**src/hw/rri_pkg.sv**
```systemverilog
// Shared constants for the read-incrementing command link
package rri_pkg;
	localparam logic [7:0]  CFG_PORT   = 8'h00;        // Configuration port address
	localparam logic [7:0]  LA_DEF     = 8'hFE;        // Default logical address
	localparam logic [7:0]  PROTO_ID   = 8'h01;        // Protocol identifier
	localparam logic [7:0]  KEY_RESET  = 8'h20;        // Key register value after power on
	localparam logic [7:0]  EXT_ADDR   = 8'h00;        // Extended address, unused
	localparam logic [7:0]  RSVD_BYTE  = 8'h00;        // Reserved reply byte
	localparam logic [1:0]  TYPE_CMD   = 2'h1;         // Packet type of a command
	localparam logic [1:0]  TYPE_REPLY = 2'h0;         // Packet type of a reply
	localparam logic [3:0]  CODE_RDINC = 4'h3;         // Read incrementing command code
	localparam logic [23:0] LEN_MIN    = 24'h00_0004;  // Least byte count
	localparam logic [23:0] LEN_MAX    = 24'h00_0428;  // Largest byte count (1064)
	localparam logic [16:0] ADDR_LAST  = 17'h0_0109;   // Top of register address range
	localparam logic [7:0]  CRC_INIT   = 8'h00;        // Check code start value
	localparam logic [7:0]  CRC_POLY   = 8'hE0;        // Reflected x^8+x^2+x+1
	localparam logic [7:0]  ST_OK      = 8'h00;        // Command successful
	localparam logic [7:0]  ST_CMD     = 8'h02;        // Unused type or command code
	localparam logic [7:0]  ST_KEY     = 8'h03;        // Key mismatch
	localparam logic [7:0]  ST_ACCESS  = 8'h0A;        // Length, alignment or range refused
	localparam logic [7:0]  ST_LA      = 8'h0C;        // Wrong target logical address
	localparam logic [4:0]  POS_DLA    = 5'h01;        // Command byte positions
	localparam logic [4:0]  POS_PID    = 5'h02;
	localparam logic [4:0]  POS_CMD    = 5'h03;
	localparam logic [4:0]  POS_KEY    = 5'h04;
	localparam logic [4:0]  POS_PATH   = 5'h05;        // First return-path byte
	localparam logic [4:0]  OFF_SLA    = 5'h00;        // Offsets after the return path
	localparam logic [4:0]  OFF_TIDM   = 5'h01;
	localparam logic [4:0]  OFF_TIDL   = 5'h02;
	localparam logic [4:0]  OFF_EXT    = 5'h03;
	localparam logic [4:0]  OFF_ADDR   = 5'h04;        // Four bytes, MS first
	localparam logic [4:0]  OFF_LEN    = 5'h08;        // Three bytes, MS first
	localparam logic [4:0]  OFF_HCRC   = 5'h0B;
	localparam logic [4:0]  ROFF_SLA   = 5'h00;        // Reply offsets after the path
	localparam logic [4:0]  ROFF_PID   = 5'h01;
	localparam logic [4:0]  ROFF_CMD   = 5'h02;
	localparam logic [4:0]  ROFF_ST    = 5'h03;
	localparam logic [4:0]  ROFF_TLA   = 5'h04;
	localparam logic [4:0]  ROFF_TIDM  = 5'h05;
	localparam logic [4:0]  ROFF_TIDL  = 5'h06;
	localparam logic [4:0]  ROFF_RSVD  = 5'h07;
	localparam logic [4:0]  ROFF_LEN   = 5'h08;        // Three bytes, MS first
	localparam logic [4:0]  ROFF_HCRC  = 5'h0B;
endpackage
```
**src/hw/rri_link_if.sv**
```systemverilog
// Byte stream link between command sender and configuration logic
`timescale 1ns/100ps
`default_nettype none
interface rri_link_if (
	input wire logic clk_sys,
	input wire logic arst_n
);
	logic       cmd_valid;  // Command byte or end marker offered
	logic       cmd_ready;  // Configuration logic takes it
	logic       cmd_eop;    // Token is the end-of-packet marker
	logic [7:0] cmd_data;   // Command byte
	logic       rsp_valid;  // Reply byte or end marker offered
	logic       rsp_ready;  // Sender takes it
	logic       rsp_eop;    // Token is the end-of-packet marker
	logic [7:0] rsp_data;   // Reply byte

	modport dev (
		input  clk_sys, arst_n, cmd_valid, cmd_eop, cmd_data, rsp_ready,
		output cmd_ready, rsp_valid, rsp_eop, rsp_data
	);
	modport host (
		input  clk_sys, arst_n, cmd_ready, rsp_valid, rsp_eop, rsp_data,
		output cmd_valid, cmd_eop, cmd_data, rsp_ready
	);
endinterface
`default_nettype wire

```
**src/hw/rri_crc8.sv**
```systemverilog
// One-byte step of the eight-bit packet check code
`timescale 1ns/100ps
`default_nettype none
module rri_crc8 (
	input  wire logic [7:0] crc_in,
	input  wire logic [7:0] data,
	output logic      [7:0] crc_out
);
	// Bits go in LSB first, so the reflected polynomial is used
	always_comb begin
		crc_out = crc_in;
		for (int i = 0; i < 8; i++) begin
			if (crc_out[0] ^ data[i]) begin
				crc_out = (crc_out >> 1) ^ rri_pkg::CRC_POLY;
			end else begin
				crc_out = crc_out >> 1;
			end
		end
	end
endmodule
`default_nettype wire

```
**src/hw/rri_dev.sv**
```systemverilog
// Configuration-port end: takes read-incrementing commands, returns replies
// Behaviour
// - Reject counts not multiple of four
// - Only aligned word reads up to 0x109
// - Target logical address must be FEh
// - Protocol identifier must be 01h
// - Key must match key register, 20h
// - Sender sets extended address to zero
// - Header check code verified before reading
// - Command carries 0/4/8/12 return-path bytes
// - First command byte is port 00h
// - Source address is sender's or FEh
// - Four-byte address, three-byte length, word increment
// - Reply leaves on the arrival port
// - Reply starts with path or source address
// - Reply has 01h and reply type
// - Status byte then zero reserved byte
// - Reply target address is FEh
// - Transaction identifier echoed unchanged
// - Reply length equals requested length
// - Words MS byte first, checks and EOP
`timescale 1ns/100ps
`default_nettype none
module rri_dev (
	rri_link_if.dev         lnk,
	input  wire logic       ce,
	input  wire logic [7:0] key_val,
	output logic            rd_req,
	output logic [8:0]      rd_addr,
	input  wire logic [31:0] rd_data,
	output logic            done,
	output logic [7:0]      last_status
);
	// Gray along receive, header, fetch, latch, data, tail, end
	typedef enum logic [2:0] {
		S_RX    = 3'b000,
		S_HDR   = 3'b001,
		S_FETCH = 3'b011,
		S_LATCH = 3'b010,
		S_DATA  = 3'b110,
		S_TAIL  = 3'b111,
		S_EOP   = 3'b101,
		S_DROP  = 3'b100
	} rri_dst_t;

	typedef struct packed {
		rri_dst_t        st;      // Sequencer state
		logic [4:0]      pos;     // Byte position in header
		logic [1:0]      plw;     // Return path length in words
		logic [11:0][7:0] path;   // Return path bytes
		logic [7:0]      dla;     // Target logical address seen
		logic [7:0]      pid;     // Protocol identifier seen
		logic [7:0]      cmd;     // Command byte seen
		logic [7:0]      key;     // Key seen
		logic [7:0]      sla;     // Source logical address
		logic [15:0]     tid;     // Transaction identifier
		logic [31:0]     addr;    // Next read address
		logic [23:0]     len;     // Requested byte count
		logic [7:0]      crc;     // Running check code
		logic [7:0]      status;  // Reply status
		logic [8:0]      wleft;   // Words still to fetch
		logic [1:0]      bsel;    // Byte within the current word
		logic [31:0]     word;    // Word being sent
		logic            rdy;     // Command stream ready
		logic            ov;      // Reply token valid
		logic            oe;      // Reply token is end marker
		logic [7:0]      od;      // Reply byte
		logic            rd;      // Register read strobe
		logic            done;    // Reply finished pulse
		logic [7:0]      last;    // Status of last reply
	} rri_dstate_t;

	localparam rri_dstate_t D_RST = '{st: S_RX, rdy: 1'b1, default: '0};

	rri_dstate_t q;        // Registered state
	rri_dstate_t n;        // Next state
	logic [7:0]  crc_d;    // Byte fed to the check code
	logic [7:0]  crc_o;    // Check code after that byte
	logic [7:0]  txb;      // Reply byte for this position

	rri_crc8 u_crc (
		.crc_in  (q.crc),
		.data    (crc_d),
		.crc_out (crc_o)
	);

	// One check unit serves both directions; they never overlap in time
	assign crc_d = (q.st == S_RX) ? lnk.cmd_data : txb;

	// Reply byte selection by position
	always_comb begin
		logic [4:0] roff;
		roff = q.pos - {1'b0, q.plw, 2'b00};
		txb  = 8'h00;
		if (q.st == S_DATA) begin
			txb = q.word[31:24];
		end else if (q.st == S_TAIL) begin
			txb = q.crc;
		end else if (q.pos < {1'b0, q.plw, 2'b00}) begin
			txb = q.path[q.pos[3:0]];
		end else begin
			unique case (roff)
				rri_pkg::ROFF_SLA:  txb = q.sla;
				rri_pkg::ROFF_PID:  txb = rri_pkg::PROTO_ID;
				rri_pkg::ROFF_CMD:  txb = {rri_pkg::TYPE_REPLY, q.cmd[5:0]};
				rri_pkg::ROFF_ST:   txb = q.status;
				rri_pkg::ROFF_TLA:  txb = rri_pkg::LA_DEF;
				rri_pkg::ROFF_TIDM: txb = q.tid[15:8];
				rri_pkg::ROFF_TIDL: txb = q.tid[7:0];
				rri_pkg::ROFF_RSVD: txb = rri_pkg::RSVD_BYTE;
				5'h08:              txb = q.len[23:16];
				5'h09:              txb = q.len[15:8];
				5'h0A:              txb = q.len[7:0];
				default:            txb = q.crc;
			endcase
		end
	end

	// Sequencer: receive and check, then build the reply
	always_comb begin
		logic [4:0]  plen;
		logic [4:0]  off;
		logic [4:0]  hend;
		logic [16:0] lim;
		logic        acc;
		logic        free;
		logic        acc_ok;
		plen   = {1'b0, q.plw, 2'b00};
		off    = q.pos - rri_pkg::POS_PATH - plen;
		hend   = rri_pkg::POS_PATH + plen + rri_pkg::OFF_HCRC;
		lim    = {1'b0, q.addr[15:0]} + {6'b0, q.len[10:0]} - 17'h0_0004;
		acc    = lnk.cmd_valid & q.rdy;
		free   = ~q.ov | lnk.rsp_ready;
		acc_ok = (q.addr[1:0] == 2'b00) && (q.addr[31:16] == 16'h0000)
			&& (q.len[1:0] == 2'b00)
			&& (q.len >= rri_pkg::LEN_MIN) && (q.len <= rri_pkg::LEN_MAX)
			&& (lim <= rri_pkg::ADDR_LAST);
		n      = q;
		n.done = 1'b0;
		n.rd   = 1'b0;
		// A taken token frees the output slot
		if (free) begin
			n.ov = 1'b0;
		end
		unique case (q.st)
			S_RX: begin
				// Take commands again only once the reply end marker has left
				if (!q.rdy && free) begin
					n.rdy = 1'b1;
				end
				if (acc && lnk.cmd_eop) begin
					n.pos = 5'h00;
					n.crc = rri_pkg::CRC_INIT;
					// Short packets and bad header checks get no reply at all
					if (q.pos == hend + 5'h01 && q.crc == 8'h00) begin
						n.st  = S_HDR;
						n.rdy = 1'b0;
						n.wleft = q.len[10:2];
						if (q.dla != rri_pkg::LA_DEF) begin
							n.status = rri_pkg::ST_LA;
						end else if (q.pid != rri_pkg::PROTO_ID ||
							q.cmd[7:2] != {rri_pkg::TYPE_CMD, rri_pkg::CODE_RDINC}) begin
							n.status = rri_pkg::ST_CMD;
						end else if (q.key != key_val) begin
							n.status = rri_pkg::ST_KEY;
						end else if (!acc_ok) begin
							n.status = rri_pkg::ST_ACCESS;
						end else begin
							n.status = rri_pkg::ST_OK;
						end
					end
				end else if (acc) begin
					n.pos = q.pos + 5'h01;
					// Port byte is not covered by the check code
					if (q.pos != 5'h00) begin
						n.crc = crc_o;
					end
					if (q.pos == rri_pkg::POS_DLA) begin
						n.dla = lnk.cmd_data;
					end else if (q.pos == rri_pkg::POS_PID) begin
						n.pid = lnk.cmd_data;
					end else if (q.pos == rri_pkg::POS_CMD) begin
						n.cmd = lnk.cmd_data;
						n.plw = lnk.cmd_data[1:0];
					end else if (q.pos == rri_pkg::POS_KEY) begin
						n.key = lnk.cmd_data;
					end else if (q.pos < rri_pkg::POS_PATH + plen) begin
						n.path[off + plen] = lnk.cmd_data;
					end else if (q.pos > hend) begin
						n.st = S_DROP;                                  // Overlong header
					end else begin
						unique case (off)
							rri_pkg::OFF_SLA:  n.sla = lnk.cmd_data;
							rri_pkg::OFF_TIDM: n.tid[15:8] = lnk.cmd_data;
							rri_pkg::OFF_TIDL: n.tid[7:0] = lnk.cmd_data;
							rri_pkg::OFF_EXT:  n.crc = crc_o;
							5'h04, 5'h05, 5'h06, 5'h07: n.addr = {q.addr[23:0], lnk.cmd_data};
							5'h08, 5'h09, 5'h0A: n.len = {q.len[15:0], lnk.cmd_data};
							default:           n.crc = crc_o;           // Header check byte
						endcase
					end
				end
			end
			S_HDR: begin
				if (free) begin
					n.ov  = 1'b1;
					n.oe  = 1'b0;
					n.od  = txb;
					n.pos = q.pos + 5'h01;
					if (q.pos >= plen) begin
						n.crc = crc_o;
					end
					if (q.pos == plen + rri_pkg::ROFF_HCRC) begin
						n.pos = 5'h00;
						n.crc = rri_pkg::CRC_INIT;
						if (q.status == rri_pkg::ST_OK) begin
							n.st = S_FETCH;
							n.rd = 1'b1;
						end else begin
							n.st = S_EOP;
						end
					end
				end
			end
			S_FETCH: begin
				n.st = S_LATCH;
			end
			S_LATCH: begin
				// Register data answers one cycle after the strobe
				n.word  = rd_data;
				n.addr  = q.addr + 32'h0000_0004;
				n.wleft = q.wleft - 9'h001;
				n.bsel  = 2'b00;
				n.st    = S_DATA;
			end
			S_DATA: begin
				if (free) begin
					n.ov   = 1'b1;
					n.oe   = 1'b0;
					n.od   = txb;
					n.crc  = crc_o;
					n.word = {q.word[23:0], 8'h00};
					n.bsel = q.bsel + 2'b01;
					if (q.bsel == 2'b11) begin
						if (q.wleft == 9'h000) begin
							n.st = S_TAIL;
						end else begin
							n.st = S_FETCH;
							n.rd = 1'b1;
						end
					end
				end
			end
			S_TAIL: begin
				if (free) begin
					n.ov = 1'b1;
					n.oe = 1'b0;
					n.od = txb;
					n.st = S_EOP;
				end
			end
			S_EOP: begin
				if (free) begin
					n.ov   = 1'b1;
					n.oe   = 1'b1;
					n.od   = 8'h00;
					n.st   = S_RX;
					n.done = 1'b1;
					n.last = q.status;
					n.crc  = rri_pkg::CRC_INIT;
				end
			end
			S_DROP: begin
				if (acc && lnk.cmd_eop) begin
					n.st  = S_RX;
					n.pos = 5'h00;
					n.crc = rri_pkg::CRC_INIT;
				end
			end
		endcase
	end

	// State register; clock enable low freezes everything
	always_ff @(posedge lnk.clk_sys or negedge lnk.arst_n) begin
		if (!lnk.arst_n) begin
			q <= D_RST;
		end else if (ce) begin
			q <= n;
		end
	end

	// Outputs straight from the state register
	assign lnk.cmd_ready = q.rdy;
	assign lnk.rsp_valid = q.ov;
	assign lnk.rsp_eop   = q.oe;
	assign lnk.rsp_data  = q.od;
	assign rd_req        = q.rd;
	assign rd_addr       = q.addr[8:0];
	assign done          = q.done;
	assign last_status   = q.last;
endmodule
`default_nettype wire

```
**src/flat_wrapper.sv**
```systemverilog
// flat-port wrapper written by rule: the top's interface ports become plain ports
module rri_dev_flat 
  (ce, key_val, rd_req, rd_addr, rd_data, done, last_status, clk_sys, arst_n, lnk_cmd_valid, lnk_cmd_eop, lnk_cmd_data, lnk_rsp_ready, lnk_cmd_ready, lnk_rsp_valid, lnk_rsp_eop, lnk_rsp_data);
  rri_link_if lnk_i (.clk_sys(clk_sys), .arst_n(arst_n));
  input  wire logic ce;
  input  wire logic [7:0] key_val;
  output logic rd_req;
  output logic [8:0] rd_addr;
  input  wire logic [31:0] rd_data;
  output logic done;
  output logic [7:0] last_status;
  input wire logic clk_sys;
  input wire logic arst_n;
  input wire logic [$bits(lnk_i.cmd_valid)-1:0] lnk_cmd_valid;
  input wire logic [$bits(lnk_i.cmd_eop)-1:0] lnk_cmd_eop;
  input wire logic [$bits(lnk_i.cmd_data)-1:0] lnk_cmd_data;
  input wire logic [$bits(lnk_i.rsp_ready)-1:0] lnk_rsp_ready;
  output wire logic [$bits(lnk_i.cmd_ready)-1:0] lnk_cmd_ready;
  output wire logic [$bits(lnk_i.rsp_valid)-1:0] lnk_rsp_valid;
  output wire logic [$bits(lnk_i.rsp_eop)-1:0] lnk_rsp_eop;
  output wire logic [$bits(lnk_i.rsp_data)-1:0] lnk_rsp_data;
  assign lnk_i.cmd_valid = lnk_cmd_valid;
  assign lnk_i.cmd_eop = lnk_cmd_eop;
  assign lnk_i.cmd_data = lnk_cmd_data;
  assign lnk_i.rsp_ready = lnk_rsp_ready;
  assign lnk_cmd_ready = lnk_i.cmd_ready;
  assign lnk_rsp_valid = lnk_i.rsp_valid;
  assign lnk_rsp_eop = lnk_i.rsp_eop;
  assign lnk_rsp_data = lnk_i.rsp_data;
  rri_dev u_core (.lnk(lnk_i), .ce(ce), .key_val(key_val), .rd_req(rd_req), .rd_addr(rd_addr), .rd_data(rd_data), .done(done), .last_status(last_status));
endmodule
```
**config.mk**
```make
export PLATFORM = sky130hd
export DESIGN_NAME = rri_dev_flat
export DESIGN_NICKNAME = d
export VERILOG_FILES = /design/src/hw/rri_pkg.sv /design/src/hw/rri_link_if.sv /design/src/hw/rri_crc8.sv /design/src/hw/rri_dev.sv /design/src/flat_wrapper.sv
export SDC_FILE = /design/constraint.sdc
export NUM_CORES = 1
export LEC_CHECK = 0
export BUFFER_PORTS_ARGS = -buffer_cell sky130_fd_sc_hd__buf_2
export CAP_MARGIN = 30
export CORE_ASPECT_RATIO = 0.7
export CORE_MARGIN = 4
export CORE_UTILIZATION = 56
export DETAILED_ROUTE_END_ITERATION = 16
export GPL_ROUTABILITY_DRIVEN = 0
export PLACE_DENSITY = 0.82
export SYNTH_ARGS = -nofsm -noshare
export SYNTH_HDL_FRONTEND = slang
export SYNTH_HIERARCHICAL = 1
export SYNTH_SLANG_ARGS = --single-unit
export TNS_END_PERCENT = 30
```
**constraint.sdc**
```tcl
create_clock -name clk_sys -period 4.2 [get_ports clk_sys]
set_clock_uncertainty 0.2 [all_clocks]
set_input_delay 0.84 -clock clk_sys [delete_from_list [all_inputs] [get_ports clk_sys]]
set_output_delay 0.84 -clock clk_sys [all_outputs]
set_load 0.01 [all_outputs]
```
==> key figures <==
Outcome
  • Status: completed

Yosys
  • EDFF count, synth: 0
  • Most frequent cell after synthesis: dfrtp_1
  • Main flop type after synthesis: dfrtp_1
  • Largest cells by area after synthesis: dfrtp_1, mux2_2, nand2_1
  • Warnings from Yosys: 6
  • Post-synth top area share: 0.442
  • Leading area contributor after synthesis: dfrtp_1
  • Post-synthesis sequential area ratio: 0.444
  • Syn avg cell area: between 10 and 15 µm²
  • Mapped Area: around 16,000 µm²
  • Async SR Flop Fraction: 1.00
  • #FFs+latches synth: between 200 and 300
  • Synth cell count leaders: dfrtp_1, mux2_2, nand2_1, o21ai_0, nor2_1
  • Count of different cell masters after synthesis: 78
  • Mapped Cells: about 1,600

CTS
  • CTS tree: yes
  • Clock buffer depth: 3
  • Skew-Pair Late Insertion Delay: about 0.56 ns
  • Reg clk slew, reported paths: approximately 0.07 ns
  • Post-CTS Setup Bufs: 0
  • CTS H-tree lvls: 1
  • Clk sinks: ~290
  • TritonCTS Buffers: 28
  • Root Driver: clkbuf_16

Die
  • Core Area: roughly 28,000 µm²
  • Initial Util: 0.576
  • Io pins: 84
  • Die W: between 200 and 250 µm
  • # rows: ~50
  • Die Footprint: approximately 32,000 µm²
  • Die height: roughly 150 µm

Cells and area
  • Layout cells sized above 1: 0.253
  • Post-Route Utilization: 0.639
  • Diodes inserted: 0
  • Area growth syn-to-layout: 11.0%
  • Non-filler cells, final: 2,029
  • Final #Nets: around 1,700

Global routing
  • Grt ovf: 0
  • First-pass GRT wire length: 70,500 µm
  • Total GRT Usage: 0.279
  • Number of global-route vias before repair: ~13,000
  • Pin count of the biggest net entering global routing: 140
  • Initial antenna violation count: 0

Drt
  • Post-route DRC: 0
  • Routed vias/inst: roughly 6.5
  • Antenna-violating nets left: 0
  • WL per Instance: ~22 µm
  • DRT Wirelength: roughly 45,000 µm
  • Vias: about 13,000
  • Drt first-iter violations: around 1,600
  • DR pass1 iterations: 9

Power and ir drop
  • Combinational cell fraction of total power: 0.256
  • Pwr Density: 423 nW/µm²
  • Switch share: 0.321
  • Net Sw Power: about 0.0024 W
  • Clock network power share: 0.333
  • Lkg Pwr: ~8.5 nW
  • P_int: approximately 0.0052 W
  • Final Total Pwr: approximately 0.0076 W
  • Peak VDD IR: ~0.00036 V
  • Sequential share of power: 0.410

STA
  • Final Hold Viols: 0
  • Setup violators final: 0
  • Hold slack: 0.272 ns
  • Crit path time final: between 4 and 5 ns
  • Slew margin rel.: 0.375
  • Slew Viols, Final: 0
  • RSZ-0062 raised after global routing: true
  • Period utilisation layout: 0.985
  • Fmax achieved: ~0.24 GHz
  • Worst-margin pin slew: between 0.9 and 1 ns

Worst setup path
  • Crit-path max FO: 6
  • R2R setup slack: roughly 0.064 ns
  • CP Capture Type: flip-flop
  • Worst Setup Start Kind: flip-flop
  • Worst flop-to-flop path endpoint: u_core/q[72]$_DFFE_PN0P_
  • Crit-path cells: inv_1 -> ha_1 -> fa_1 -> xnor2_1 -> nand2_1 -> nor3b_2 -> a222oi_1 -> nand2_1 -> nor3_1 -> o21ai_1 -> a31o_2 -> xor2_2 -> xnor2_1 -> xnor2_1 -> a22o_1
  • Cell family with most CP delay: compound AO/OA/AOI/OAI gates
  • Crit-path slowest cell: fa_1
  • CP most frequent cell: xnor2_1
  • Buf/Inv on CP: 1
  • CP Data Arrival Time: around 4.4 ns
  • Worst setup path class: flip-flop to flip-flop
  • CP peak stage delay: 0.44 ns
  • R2r worst-path depth: 15
  • Reg2reg start: u_core/q[292]$_DFFE_PN0P_
  • Critical Path RT: roughly 4.4 ns

Placement
  • Dpl cells: roughly 2,000
  • Post-DP HPWL: 31,300 µm
  • Port-buffer cells: about 80

Hold path
  • Hold endpoint: u_core/q[25]$_DFFE_PN0P_
  • Hold Crit Class: flip-flop to flip-flop
  • Hold Path Cell Cnt: 2
  • Hold path start: u_core/q[25]$_DFFE_PN0P_

Flow run
  • Maxcap violations: 0
## worst max-delay path by stage
stage                               end                      start  depth (start not counted)  slack (ns)
2_1_floorplan                 flip-flop  u_core/q[291]$_DFFE_PN0P_                         13        0.03
3_3_place_gp   u_core/q[79]$_DFFE_PN0P_  u_core/q[288]$_DFFE_PN0P_                         15        0.30
3_5_place_dp                  flip-flop  u_core/q[292]$_DFFE_PN0P_                         11        0.18
4_1_cts                       flip-flop  u_core/q[292]$_DFFE_PN0P_                         11        0.16
5_1_grt        u_core/q[73]$_DFFE_PN0P_  u_core/q[292]$_DFFE_PN0P_                         16       -0.10
6_report       u_core/q[72]$_DFFE_PN0P_  u_core/q[292]$_DFFE_PN0P_                         15        0.06
## worst register-to-register path: stages (launching register included)
cell      delay [ns]
dfrtp_1         0.36
inv_1           0.06
ha_1            0.21
fa_1            0.44
xnor2_1         0.17
nand2_1         0.27
nor3b_2         0.14
a222oi_1        0.39
nand2_1         0.10
nor3_1          0.30
o21ai_1         0.19
a31o_2          0.31
xor2_2          0.20
xnor2_1         0.31
xnor2_1         0.13
a22o_1          0.21
## power by group through the flow
stage	sequential, W	combinational, W	clock, W
global route	0.00315	0.00210	0.00270
detailed placement	0.00317	0.00188	0
CTS	0.00312	0.00189	0.00258
finish	0.00313	0.00196	0.00254
floorplan	0.00309	0.00137	0
global placement	0.00316	0.00182	0
## cells by family (layout without fill, tap and decap cells)
logic type | after synthesis | after routing | synth area share
mux | 212 | 212 | 0.163
xor+xnor | 44 | 44 | 0.0251
simple gates | 454 | 454 | 0.135
buf+inv | 180 | 255 | 0.0486
fa+ha+maj | 56 | 56 | 0.0459
compound gates | 345 | 345 | 0.139
other cells | 1 | 4 | 0.000231
flops | 288 | 288 | 0.444
## stage by stage
step	setup slack, ns	instance area [µm²]	setup TNS, ns
after CTS	0.157	18000	0
after global placement	0.299	17000	0
after detailed placement	0.180	17000	0
after global routing	-0.105	18000	-1.10
final	0.0638	18000	0
after floorplan	0.0267	16200	0
## cells in the final DEF, fill, tap and decap left out, drive strengths merged, types with 18 or more instances in the layout
master and instances:
dfrtp 287, mux2 176, nand2 176, buf 128, o21ai 109, nor2 101, inv 75, a21oi 67
ha 50, clkbuf 37, nor3 35, nand3 34, a31oi 33, xnor2 33, nor4 25, mux4 24
a22o 18, nand4 18
## per-layer routing
layer	GRT usage	routed length [µm]	share of wire	vias up
met2	0.391	18300	0.41	757
met5	0.0141	59	0.0013	-
li1	-	-	-	5828
met1	0.414	19200	0.43	6489
met4	0.0554	897	0.020	2
met3	0.108	6060	0.14	102
## area by class of cell
| type | instances | area [µm²] |
|---|---|---|
| clock buffer | 37 | 816 |
| clock inverter | 15 | 116 |
| fill | 2191 | 10200 |
| inverter | 74 | 278 |
| multi-input combinational | 1115 | 8310 |
| sequential | 288 | 7210 |
| tap | 371 | 464 |
| timing repair buffer | 129 | 825 |
## repair_timing
action / CTS / global route
hold endpoints to repair: 26 / 0
endpoints found under the setup margin: 0 / 41
resized for setup: 0 / 6
hold buffers: 1 / 0
Power figures use the tool's default switching activity.
